[config.mk]
export PLATFORM = sky130hd
export DESIGN_NAME = swm_engine
export DESIGN_NICKNAME = d
export VERILOG_FILES = /design/src/hw/swm_pkg.sv /design/src/hw/swm_engine.sv /design/src/hw/swm_byte_ram.sv
export SDC_FILE = /design/constraint.sdc
export NUM_CORES = 2
export LEC_CHECK = 0
export BUFFER_PORTS_ARGS = -buffer_cell sky130_fd_sc_hd__buf_2
export CORE_UTILIZATION = 45
export CTS_CLUSTER_DIAMETER = 200
export DETAILED_ROUTE_END_ITERATION = 8
export GPL_ROUTABILITY_DRIVEN = 1
export PLACE_DENSITY = 0.57
export SYNTH_ARGS = -nofsm -noshare
export SYNTH_HDL_FRONTEND = slang
export SYNTH_HIERARCHICAL = 1
export SYNTH_SLANG_ARGS = --single-unit
[constraint.sdc]
create_clock -name clk_i -period 4.6 [get_ports clk_i]
set_input_delay 0 -clock clk_i [delete_from_list [all_inputs] [get_ports clk_i]]
set_output_delay 0 -clock clk_i [all_outputs]
set_load 0.05 [all_outputs]
[src/hw/swm_pkg.sv]
/*
  Shared constants, types and helper functions of the single-wire
  memory command engine: command codes, map addresses, register bit
  positions, engine states and the link carrier structs.
  Assumes a bit-slot layer outside that frames bits on the wire.
*/
package swm_pkg;

    // Command and code bytes
    localparam logic [7:0] CMD_SKIP       = 8'hcc;
    localparam logic [7:0] CMD_RD_PAGE    = 8'hc3;
    localparam logic [7:0] CMD_RD_FIELD   = 8'hf0;
    localparam logic [7:0] CMD_WRITE      = 8'h0f;
    localparam logic [7:0] CMD_PROFILE    = 8'h99;
    localparam logic [7:0] CMD_ERASE      = 8'h40;
    localparam logic [7:0] CODE_GO        = 8'h5a;
    localparam logic [7:0] PROFILE_VALUE  = 8'h55;

    // x^8+x^5+x^4+1, bit-reversed for LSB-first shifting
    localparam logic [7:0] CRC_POLY_REFL  = 8'h8c;
    localparam logic [7:0] CRC_SEED       = 8'h00;

    // Address map
    localparam logic [15:0] ADDR_DECODE_MAX = 16'h011f;
    localparam logic [8:0]  MAP_END         = 9'h10f;
    localparam logic [8:0]  FLASH_END       = 9'h0df;
    localparam logic [8:0]  REG_BASE        = 9'h100;
    localparam logic [8:0]  REG_CLR         = 9'h104;
    localparam logic [8:0]  REG_MODE        = 9'h105;
    localparam logic [8:0]  WRITE_MAX_START = 9'h10f;
    localparam logic [4:0]  PAGE_LAST_OFS   = 5'h1f;
    localparam logic [15:0] ERASE_CODE_MAX  = 16'h00c0;
    localparam logic [7:0]  ERASED_BYTE     = 8'hff;

    // Clear register bits; the low five self-clear
    localparam int          CLR_DTC_BIT   = 3;
    localparam int          CLR_CTC_BIT   = 4;
    localparam logic [7:0]  CLR_WR_MASK   = 8'h7f;
    localparam logic [7:0]  CLR_RESET     = 8'h00;
    localparam int          CLR_AUTO_W    = 5;

    // Mode register bits
    localparam int          MODE_STD_BIT  = 4;
    localparam int          MODE_STC_BIT  = 5;
    localparam logic [7:0]  MODE_WR_MASK  = 8'h4e;
    localparam logic [7:0]  MODE_RESET    = 8'h00;

    // Default timer count period after a clear, microseconds
    localparam int          TIMER_DEFAULT_PERIOD_US = 878900;

    typedef enum logic [3:0] {
        ST_IDLE    = 4'h0,
        ST_ROM     = 4'h1,
        ST_WAITSEL = 4'h2,
        ST_CMD     = 4'h3,
        ST_ALO     = 4'h4,
        ST_AHI     = 4'h5,
        ST_WDATA   = 4'h6,
        ST_WCODE   = 4'h7,
        ST_WREG    = 4'h8,
        ST_PRD     = 4'h9,
        ST_FETCH   = 4'ha,
        ST_FWAIT   = 4'hb,
        ST_FCAP    = 4'hc,
        ST_TX      = 4'hd,
        ST_ECODE   = 4'he,
        ST_ERASE   = 4'hf
    } swm_state_type;

    typedef enum logic [2:0] {
        TN_DONE      = 3'h0,
        TN_CRC_FETCH = 3'h1,
        TN_FETCH     = 3'h2,
        TN_PCRC      = 3'h3,
        TN_AFTER_CRC = 3'h4,
        TN_WCODE     = 3'h5,
        TN_WNEXT     = 3'h6,
        TN_ECODE     = 3'h7
    } swm_then_type;

    typedef struct packed {
        logic rx_valid;
        logic rx_bit;
        logic tx_slot;
    } swm_link_in_type;

    typedef struct packed {
        logic tx_valid;
        logic tx_bit;
    } swm_link_out_type;

    function automatic logic [7:0] swm_crc8(input logic [7:0] crc_in,
                                            input logic [7:0] data);
        logic [7:0] c;
        logic       fb;
        c = crc_in;
        for (int i = 0; i < 8; i++) begin
            fb = c[0] ^ data[i];
            c  = {1'b0, c[7:1]};
            if (fb) begin
                c = c ^ CRC_POLY_REFL;
            end
        end
        return c;
    endfunction

    // Above the decoded range the low byte repeats every 256 bytes
    function automatic logic [8:0] swm_decode(input logic [15:0] a);
        if (a <= ADDR_DECODE_MAX) begin
            return a[8:0];
        end
        return {1'b0, a[7:0]};
    endfunction

endpackage

[src/hw/swm_engine.sv]
/*
  Memory-function command engine of a single-wire battery monitor:
  skip-select, page and field CRC reads, flash and RAM writes,
  page erase, profile byte and the self-clearing counter clear.
  Assumes a bit-slot layer on clk_i that strobes received bits and
  read slots, and reports bus reset and identity selection.
*/
`timescale 1ns/1ps
module swm_engine
    import swm_pkg::*;
(
    // Clock and reset
    input  wire logic                     clk_i,
    input  wire logic                     resetn_i,
    // Bit-slot layer
    input  wire logic                     bus_reset_i,
    input  wire logic                     rom_select_i,
    input  wire swm_pkg::swm_link_in_type link_i,
    output swm_pkg::swm_link_out_type     link_o,
    // Monitor registers
    input  wire logic [15:0][7:0]         reg_rd_i,
    output logic                          reg_wr_o,
    output logic      [3:0]               reg_wr_addr_o,
    output logic      [7:0]               reg_wr_data_o,
    // Counter maintenance
    input  wire logic                     dt_rollover_i,
    input  wire logic                     ct_rollover_i,
    output logic      [4:0]               counter_clear_o,
    output logic                          discharge_timer_rollover_flag_o,
    output logic                          charge_timer_rollover_flag_o,
    output logic      [7:0]               mode_o,
    // Status
    output logic                          selected_o
);
    import swm_pkg::*;

    typedef struct packed {
        swm_state_type    st;
        swm_then_type     then_step;
        logic             page_mode;
        logic             last;
        logic             wback;
        logic             sel;
        logic [7:0]       cmd;
        logic [7:0]       addr_lo;
        logic [8:0]       addr;
        logic [7:0]       crc;
        logic [7:0]       rx_sh;
        logic [2:0]       rx_cnt;
        logic [7:0]       tx_sh;
        logic [2:0]       tx_cnt;
        logic [7:0]       buf_byte;
        logic [4:0]       ecnt;
        logic [7:0]       clr_reg;
        logic [7:0]       mode_reg;
        swm_link_out_type link;
        logic             reg_wr;
        logic [3:0]       reg_wr_addr;
        logic [7:0]       reg_wr_data;
        logic [4:0]       clr_pulse;
        logic             mem_we;
        logic [7:0]       mem_addr;
        logic [7:0]       mem_wdata;
    } swm_regs_type;

    localparam swm_regs_type REGS_RESET = '{
        st: ST_IDLE, then_step: TN_DONE, clr_reg: CLR_RESET,
        mode_reg: MODE_RESET, default: '0};

    swm_regs_type r_reg;
    swm_regs_type r_next;
    logic [7:0]   mem_rdata;

    swm_byte_ram #(.ADDR_W(8), .DATA_W(8)) u_ram (
        .clk_i  (clk_i),
        .we_i   (r_reg.mem_we),
        .addr_i (r_reg.mem_addr),
        .wdata_i(r_reg.mem_wdata),
        .rdata_o(mem_rdata)
    );

    function automatic logic [7:0] reg_read(input logic [8:0] a,
                                            input swm_regs_type s);
        if (a > MAP_END) begin
            return 8'h00;
        end
        if (a == REG_CLR) begin
            return s.clr_reg;
        end
        if (a == REG_MODE) begin
            return s.mode_reg;
        end
        return reg_rd_i[a[3:0]];
    endfunction

    always_comb begin
        logic [7:0] b;
        logic       got;
        logic [8:0] a_inc;
        logic [7:0] val;
        b      = {link_i.rx_bit, r_reg.rx_sh[7:1]};
        got    = 1'b0;
        a_inc  = r_reg.addr + 9'h001;
        val    = 8'h00;
        r_next = r_reg;
        r_next.link.tx_valid = 1'b0;
        r_next.reg_wr        = 1'b0;
        r_next.mem_we        = 1'b0;
        r_next.clr_pulse     = '0;

        // Self-clearing counter clear, one cycle after the write
        if (r_reg.clr_reg[CLR_AUTO_W-1:0] != '0) begin
            r_next.clr_pulse = r_reg.clr_reg[CLR_AUTO_W-1:0];
            r_next.clr_reg[CLR_AUTO_W-1:0] = '0;
            if (r_reg.clr_reg[CLR_DTC_BIT]) begin
                r_next.mode_reg[MODE_STD_BIT] = 1'b0;
            end
            if (r_reg.clr_reg[CLR_CTC_BIT]) begin
                r_next.mode_reg[MODE_STC_BIT] = 1'b0;
            end
        end
        // Rollover toggles the flag; an event beats a same-cycle clear
        if (dt_rollover_i) begin
            r_next.mode_reg[MODE_STD_BIT] = ~r_reg.mode_reg[MODE_STD_BIT];
        end
        if (ct_rollover_i) begin
            r_next.mode_reg[MODE_STC_BIT] = ~r_reg.mode_reg[MODE_STC_BIT];
        end

        // Byte assembly, first bit lands in bit 0
        if (link_i.rx_valid && r_reg.st inside {ST_ROM, ST_CMD, ST_ALO,
                ST_AHI, ST_WDATA, ST_WCODE, ST_ECODE}) begin
            r_next.rx_sh  = b;
            r_next.rx_cnt = r_reg.rx_cnt + 3'd1;
            got           = (r_reg.rx_cnt == 3'd7);
        end

        unique case (r_reg.st)
            ST_IDLE, ST_WAITSEL: begin
                if (r_reg.st == ST_WAITSEL && rom_select_i) begin
                    r_next.st  = ST_CMD;
                    r_next.sel = 1'b1;
                end
            end
            ST_ROM: begin
                if (rom_select_i) begin
                    r_next.st  = ST_CMD;
                    r_next.sel = 1'b1;
                end else if (got) begin
                    // Other identity commands belong to the ROM layer
                    r_next.sel = (b == CMD_SKIP);
                    r_next.st  = (b == CMD_SKIP) ? ST_CMD : ST_WAITSEL;
                end
            end
            ST_CMD: begin
                if (got) begin
                    r_next.cmd       = b;
                    r_next.crc       = swm_crc8(CRC_SEED, b);
                    r_next.page_mode = (b == CMD_RD_PAGE);
                    r_next.st        = ST_IDLE; // Unknown command: silent
                    if (b inside {CMD_RD_PAGE, CMD_RD_FIELD, CMD_WRITE,
                                  CMD_ERASE}) begin
                        r_next.st = ST_ALO;
                    end else if (b == CMD_PROFILE) begin
                        r_next.st        = ST_TX;
                        r_next.tx_sh     = PROFILE_VALUE;
                        r_next.tx_cnt    = 3'd0;
                        r_next.then_step = TN_DONE;
                    end
                end
            end
            ST_ALO: begin
                if (got) begin
                    r_next.addr_lo = b;
                    r_next.crc     = swm_crc8(r_reg.crc, b);
                    r_next.st      = ST_AHI;
                end
            end
            ST_AHI: begin
                if (got) begin
                    r_next.addr   = swm_decode({b, r_reg.addr_lo});
                    r_next.crc    = swm_crc8(r_reg.crc, b);
                    r_next.tx_sh  = swm_crc8(r_reg.crc, b);
                    r_next.tx_cnt = 3'd0;
                    r_next.st     = ST_TX;
                    r_next.then_step = TN_CRC_FETCH;
                    if (r_reg.cmd == CMD_WRITE) begin
                        r_next.st = ST_WDATA;
                    end else if (r_reg.cmd == CMD_ERASE) begin
                        // Page code must be a flash page start address
                        r_next.last = ({b, r_reg.addr_lo} <= ERASE_CODE_MAX)
                            && (r_reg.addr_lo[4:0] == 5'h00);
                        r_next.buf_byte  = {5'h00, r_reg.addr_lo[7:5]};
                        r_next.then_step = TN_ECODE;
                    end
                end
            end
            ST_WDATA: begin
                if (got) begin
                    r_next.buf_byte  = b;
                    r_next.crc       = swm_crc8(r_reg.crc, b);
                    r_next.tx_sh     = swm_crc8(r_reg.crc, b);
                    r_next.tx_cnt    = 3'd0;
                    r_next.st        = ST_TX;
                    r_next.then_step = TN_WCODE;
                end
            end
            ST_WCODE: begin
                if (got) begin
                    r_next.st = (b == CODE_GO) ? ST_PRD : ST_IDLE;
                end
            end
            ST_PRD: begin
                r_next.mem_addr = r_reg.addr[7:0];
                r_next.wback    = 1'b0;
                r_next.last     = 1'b1;
                r_next.st       = ST_FWAIT;
            end
            ST_WREG: begin
                // Plain copy, no code needed above flash
                if (r_reg.addr >= REG_BASE) begin
                    if (r_reg.addr == REG_CLR) begin
                        r_next.clr_reg = r_reg.buf_byte & CLR_WR_MASK;
                    end else if (r_reg.addr == REG_MODE) begin
                        r_next.mode_reg = (r_reg.mode_reg & ~MODE_WR_MASK)
                            | (r_reg.buf_byte & MODE_WR_MASK);
                    end else if (r_reg.addr <= MAP_END) begin
                        r_next.reg_wr      = 1'b1;
                        r_next.reg_wr_addr = r_reg.addr[3:0];
                        r_next.reg_wr_data = r_reg.buf_byte;
                    end
                end else begin
                    r_next.mem_we    = 1'b1;
                    r_next.mem_addr  = r_reg.addr[7:0];
                    r_next.mem_wdata = r_reg.buf_byte;
                end
                r_next.wback = 1'b1;
                r_next.st    = ST_FETCH;
            end
            ST_FETCH: begin
                r_next.mem_addr = r_reg.addr[7:0];
                r_next.st       = ST_FWAIT;
            end
            ST_FWAIT: begin
                r_next.st = ST_FCAP;
            end
            ST_FCAP: begin
                val = (r_reg.addr >= REG_BASE) ? reg_read(r_reg.addr, r_reg)
                                               : mem_rdata;
                r_next.tx_cnt = 3'd0;
                r_next.st     = ST_TX;
                if (r_reg.cmd == CMD_WRITE && !r_reg.wback) begin
                    // Programming only clears bits of the old flash byte
                    r_next.mem_we    = 1'b1;
                    r_next.mem_addr  = r_reg.addr[7:0];
                    r_next.mem_wdata = r_reg.buf_byte & mem_rdata;
                    r_next.wback     = 1'b1;
                    r_next.st        = ST_FETCH;
                end else if (r_reg.wback) begin
                    r_next.tx_sh     = val;
                    r_next.then_step = TN_WNEXT;
                end else begin
                    r_next.tx_sh = val;
                    r_next.crc   = swm_crc8(r_reg.crc, val);
                    r_next.last  = (r_reg.addr >= MAP_END);
                    r_next.then_step = TN_FETCH;
                    if (r_reg.addr >= MAP_END || (r_reg.page_mode
                            && r_reg.addr[4:0] == PAGE_LAST_OFS)) begin
                        r_next.then_step = TN_PCRC;
                    end
                    r_next.addr = a_inc;
                end
            end
            ST_TX: begin
                if (link_i.tx_slot) begin
                    r_next.link.tx_valid = 1'b1;
                    r_next.link.tx_bit   = r_reg.tx_sh[0];
                    r_next.tx_sh  = {1'b0, r_reg.tx_sh[7:1]};
                    r_next.tx_cnt = r_reg.tx_cnt + 3'd1;
                    if (r_reg.tx_cnt == 3'd7) begin
                        r_next.tx_cnt = 3'd0;
                        r_next.rx_cnt = 3'd0;
                        unique case (r_reg.then_step)
                            TN_DONE: r_next.st = ST_IDLE;
                            TN_CRC_FETCH: begin
                                r_next.crc = CRC_SEED;
                                r_next.st  = ST_FETCH;
                            end
                            TN_FETCH: r_next.st = ST_FETCH;
                            TN_PCRC: begin
                                r_next.tx_sh     = r_reg.crc;
                                r_next.then_step = TN_AFTER_CRC;
                            end
                            TN_AFTER_CRC: begin
                                // Each page CRC starts afresh
                                r_next.crc = CRC_SEED;
                                r_next.st  = r_reg.last ? ST_IDLE
                                                        : ST_FETCH;
                            end
                            TN_WCODE: begin
                                r_next.st = (r_reg.addr <= FLASH_END)
                                    ? ST_WCODE : ST_WREG;
                            end
                            TN_WNEXT: begin
                                r_next.wback = 1'b0;
                                r_next.st    = ST_IDLE;
                                if (r_reg.addr < WRITE_MAX_START) begin
                                    r_next.addr = a_inc;
                                    r_next.crc  = a_inc[7:0];
                                    r_next.st   = ST_WDATA;
                                end
                            end
                            TN_ECODE: r_next.st = ST_ECODE;
                        endcase
                    end
                end
            end
            ST_ECODE: begin
                if (got) begin
                    r_next.ecnt = 5'h00;
                    r_next.st   = (b == CODE_GO && r_reg.last)
                        ? ST_ERASE : ST_IDLE;
                end
            end
            ST_ERASE: begin
                r_next.mem_we    = 1'b1;
                r_next.mem_addr  = {r_reg.buf_byte[2:0], r_reg.ecnt};
                r_next.mem_wdata = ERASED_BYTE;
                r_next.ecnt      = r_reg.ecnt + 5'h01;
                if (r_reg.ecnt == PAGE_LAST_OFS) begin
                    r_next.st = ST_IDLE;
                end
            end
        endcase

        // Bus reset wins over the sequence state at any point; same-cycle memory and register writes still go ahead
        if (bus_reset_i) begin
            r_next.st        = ST_ROM;
            r_next.sel       = 1'b0;
            r_next.rx_cnt    = 3'd0;
            r_next.tx_cnt    = 3'd0;
            r_next.wback     = 1'b0;
            r_next.then_step = TN_DONE;
            r_next.link.tx_valid = 1'b0;
        end
    end

    always_ff @(posedge clk_i or negedge resetn_i) begin
        if (!resetn_i) begin
            r_reg <= REGS_RESET;
        end else begin
            r_reg <= r_next;
        end
    end

    assign link_o                          = r_reg.link;
    assign reg_wr_o                        = r_reg.reg_wr;
    assign reg_wr_addr_o                   = r_reg.reg_wr_addr;
    assign reg_wr_data_o                   = r_reg.reg_wr_data;
    assign counter_clear_o                 = r_reg.clr_pulse;
    assign discharge_timer_rollover_flag_o = r_reg.mode_reg[MODE_STD_BIT];
    assign charge_timer_rollover_flag_o    = r_reg.mode_reg[MODE_STC_BIT];
    assign mode_o                          = r_reg.mode_reg;
    assign selected_o                      = r_reg.sel;
endmodule // swm_engine

[src/hw/swm_byte_ram.sv]
/*
  Flash and RAM byte array of the command engine, one port,
  read data registered.
  Assumes the caller never reads and writes the same cycle.
*/
`timescale 1ns/1ps
module swm_byte_ram #(
    parameter int ADDR_W = 8,
    parameter int DATA_W = 8
) (
    // Clock
    input  wire logic              clk_i,
    // Access
    input  wire logic              we_i,
    input  wire logic [ADDR_W-1:0] addr_i,
    input  wire logic [DATA_W-1:0] wdata_i,
    output logic      [DATA_W-1:0] rdata_o
);
    logic [DATA_W-1:0] mem_reg [2**ADDR_W];

    // No reset: flash contents survive, RAM is undefined at power-up
    always_ff @(posedge clk_i) begin
        if (we_i) begin
            mem_reg[addr_i] <= wdata_i;
        end
        rdata_o <= mem_reg[addr_i];
    end
endmodule // swm_byte_ram

==> results.json <==
{
  "grt_first_pass_wirelength_um": 329000,
  "rr_endpoint": "u_ram/rdata_o[0]",
  "via_count_of_the_first_global_routing_pass": 46400,
  "die_w_um": 443,
  "largest_register_ffs": 2048,
  "viasPerCell": 6.02,
  "post-layout-total-power_w": 0.0509,
  "cts_root_buf": "clkbuf_16",
  "hold_path_class": "in -> reg",
  "initial_antenna_violation_count": 8,
  "final-max-slew-violation-count": 0,
  "cp_arrival_ps": 4670,
  "place.gp.congestion": 0.888,
  "synth_top_flop_cell": "edfxtp_1",
  "fp.coreArea_um2": 193000,
  "placement.cell_area_um2": 93000,
  "firstDrtPassIters": 6,
  "hold_violations": 0,
  "final_cell_mix": "edfxtp_1 (2048), mux4_2 (544), buf_4 (344)",
  "max_cap_viol_count": 0,
  "syn-cell-area_um2": 87400,
  "timing_worst_setup_path_type": "reg -> reg",
  "grt_overflow": 0,
  "yosys_warnings": 6,
  "clock_tree_from_tritoncts": "done",
  "finalCritPeriodShare_pct": 86.8,
  "route.detailed.drc": 0,
  "postSynthRegisterBits": 2184,
  "clk-insertion-delay-late_ps": 850,
  "r2r_slack_ps": 610,
  "synth.yosys.seq_area_share_pct": 74.2,
  "route.vias.total": 46100,
  "std_cell_rows": 161,
  "finalSetupTns_ps": 0,
  "syn_area_per_cell_um2": 19.4,
  "dpl.hpwl_um": 140000,
  "initialDrtViolationCount": 5167,
  "layout_commonest_cell": "edfxtp_1",
  "synthCells": 4495,
  "r2r_start": "r_reg[8]",
  "post_route_cells_drive_above_1_share_pct": 28.9,
  "finalCriticalPeriod_ps": 3990,
  "all_layer_global_routing_usage_pct": 23.1,
  "cts_hold_repair.buffers": 17,
  "worst_slack_ps": 607,
  "yosys.cell_types.count": 72,
  "port-buffer-count": 165,
  "grt_setup_unrepaired": "no",
  "worst_rel_slew_slack_pct": 19.3,
  "finish.instance_area_um2": 100000,
  "floorplan.die.height_um": 443,
  "cts-root-to-sink-buffers": 3,
  "final_nets": 5090,
  "leakagePower_nw": 31.8,
  "detail_route.wirelength_um": 226000,
  "cts.sink_count": 2184,
  "power_density_nw_per_um2": 507,
  "setup.worst_path.start_class": "flip-flop",
  "cts_resized": 0,
  "timing.critical_path.required_ps": 5280,
  "cts_setup_buffers": 0,
  "report.final.setup_viol": 0,
  "critPathCapture": "u_ram/rdata_o[0]",
  "start_util_pct": 45.4,
  "grt_start_max_net_pins": 201,
  "dieArea_um2": 196000,
  "worstRegToRegCells": 7,
  "critical_path.max_fanout": 28,
  "skew_ps": 41.5,
  "h-tree-depth": 4,
  "wl_per_cell_um": 29.6,
  "timing_worst_slew_pin_value_ps": 1190,
  "endpoint_kind": "flip-flop",
  "place_ws_ps": 547,
  "antenna_left": 0,
  "ys_async_sr_fraction_pct": 5.86,
  "numCtsBuffers": 220,
  "clkTransAtPathRegs_ps": 60,
  "synth_enable_flop_cells": 2048,
  "num_io_pins": 168,
  "status": "finished, final reports clean",
  "flow.area_growth_from_synthesis_pct": 14.7,
  "irDropWorstVdd_uv": 500,
  "clock.fmax_ghz": 0.250,
  "crit_path_start": "r_reg[8]"
}
[stage by stage]
step / hold WS (ps) / cells / utilization, %
global placement: 122 / 7226 / 48.3
global route: 105 / 7649 / 52.0
finish: 91.4 / 7649 / 52.0
CTS: 27.7 / 7647 / 52.0
floorplan: -296 / 4496 / -
detailed placement: 127 / 7226 / 48.3
[critical path, stage by stage (launching register included)]
cell     delay (ps)
dfrtp_4         940
buf_12          290
buf_4           370
mux4_2          560
a22oi_1         180
a21oi_1         160
o41ai_1        1040
nand4_1         160
[where the power goes]
part,switching (W),internal (W)
combinational,0.00540,0.00198
sequential,0.00131,0.0247
clock,0.00756,0.00994
[final cells by class]
cell class / count / area, µm²
fill: 15200 / 92500
sequential: 2184 / 64900
multi-input combinational: 1966 / 21000
clock buffer: 269 / 5780
timing repair buffer: 553 / 4140
tap: 2526 / 3160
clock inverter: 135 / 1290
inverter: 14 / 52.6
antenna: 2 / 5.00
[synth_stat cells (5+ instances only)]
cell | instances | area share [%]
o22ai_1 | 9 | 0.064
dfrtp_1 | 128 | 3.7
nor2_1 | 302 | 1.3
buf_1 | 25 | 0.11
mux4_2 | 544 | 14
a21o_1 | 12 | 0.10
xor2_1 | 20 | 0.20
xnor2_1 | 36 | 0.36
mux2_2 | 45 | 0.58
o41ai_1 | 33 | 0.33
a22oi_1 | 266 | 2.3
clkbuf_1 | 200 | 0.86
inv_1 | 14 | 0.060
a211oi_1 | 6 | 0.052
nand2_1 | 108 | 0.46
nor3_1 | 54 | 0.31
or3_1 | 7 | 0.050
a22o_1 | 10 | 0.10
nand4_1 | 14 | 0.10
buf_6 | 18 | 0.23
edfxtp_1 | 2048 | 70
buf_2 | 45 | 0.26
o21ai_0 | 75 | 0.43
buf_4 | 44 | 0.38
mux2i_1 | 25 | 0.29
nor2b_1 | 17 | 0.12
dfxtp_1 | 8 | 0.18
a21oi_1 | 197 | 1.1
a2bb2oi_1 | 5 | 0.050
and3_1 | 8 | 0.057
nor4_1 | 6 | 0.043
nand2b_1 | 17 | 0.12
ha_1 | 14 | 0.20
a31oi_1 | 9 | 0.064
and2_1 | 14 | 0.10
nand3_1 | 35 | 0.20
[logic make-up (layout without fill, tap and decap cells)]
group,after synthesis,count (layout),share of synthesized area [%]
DFF,2184,2184,74.2
xor gates and xnor gates,60,60,0.661
buffers and inverters,346,971,1.89
AOI/OAI and AO/OA,665,665,5.01
and+or+nand+nor,610,610,3.15
muxes,615,615,14.9
other,1,4,0.00429
adders and majority gates,14,14,0.200
[how the worst min path moves through the flow]
stage                   from                 end  cells after the start
4_1_cts        ct_rollover_i           mode_o[5]                      5
6_report       ct_rollover_i           mode_o[5]                      5
5_1_grt        ct_rollover_i           mode_o[5]                      5
2_1_floorplan       resetn_i  counter_clear_o[0]                      0
3_5_place_dp        resetn_i    reg_wr_data_o[3]                      1
3_3_place_gp        resetn_i    reg_wr_data_o[3]                      1
[routing by layer]
layer,track usage [%],part of all wire (%),up-vias
met5,0,0,-
met4,7.05,3.0,0
met3,3.33,7.0,336
met2,35.9,47,1754
met1,33.9,43,24600
li1,-,-,19400
Note: power is estimated with default switching activity, not from simulation.
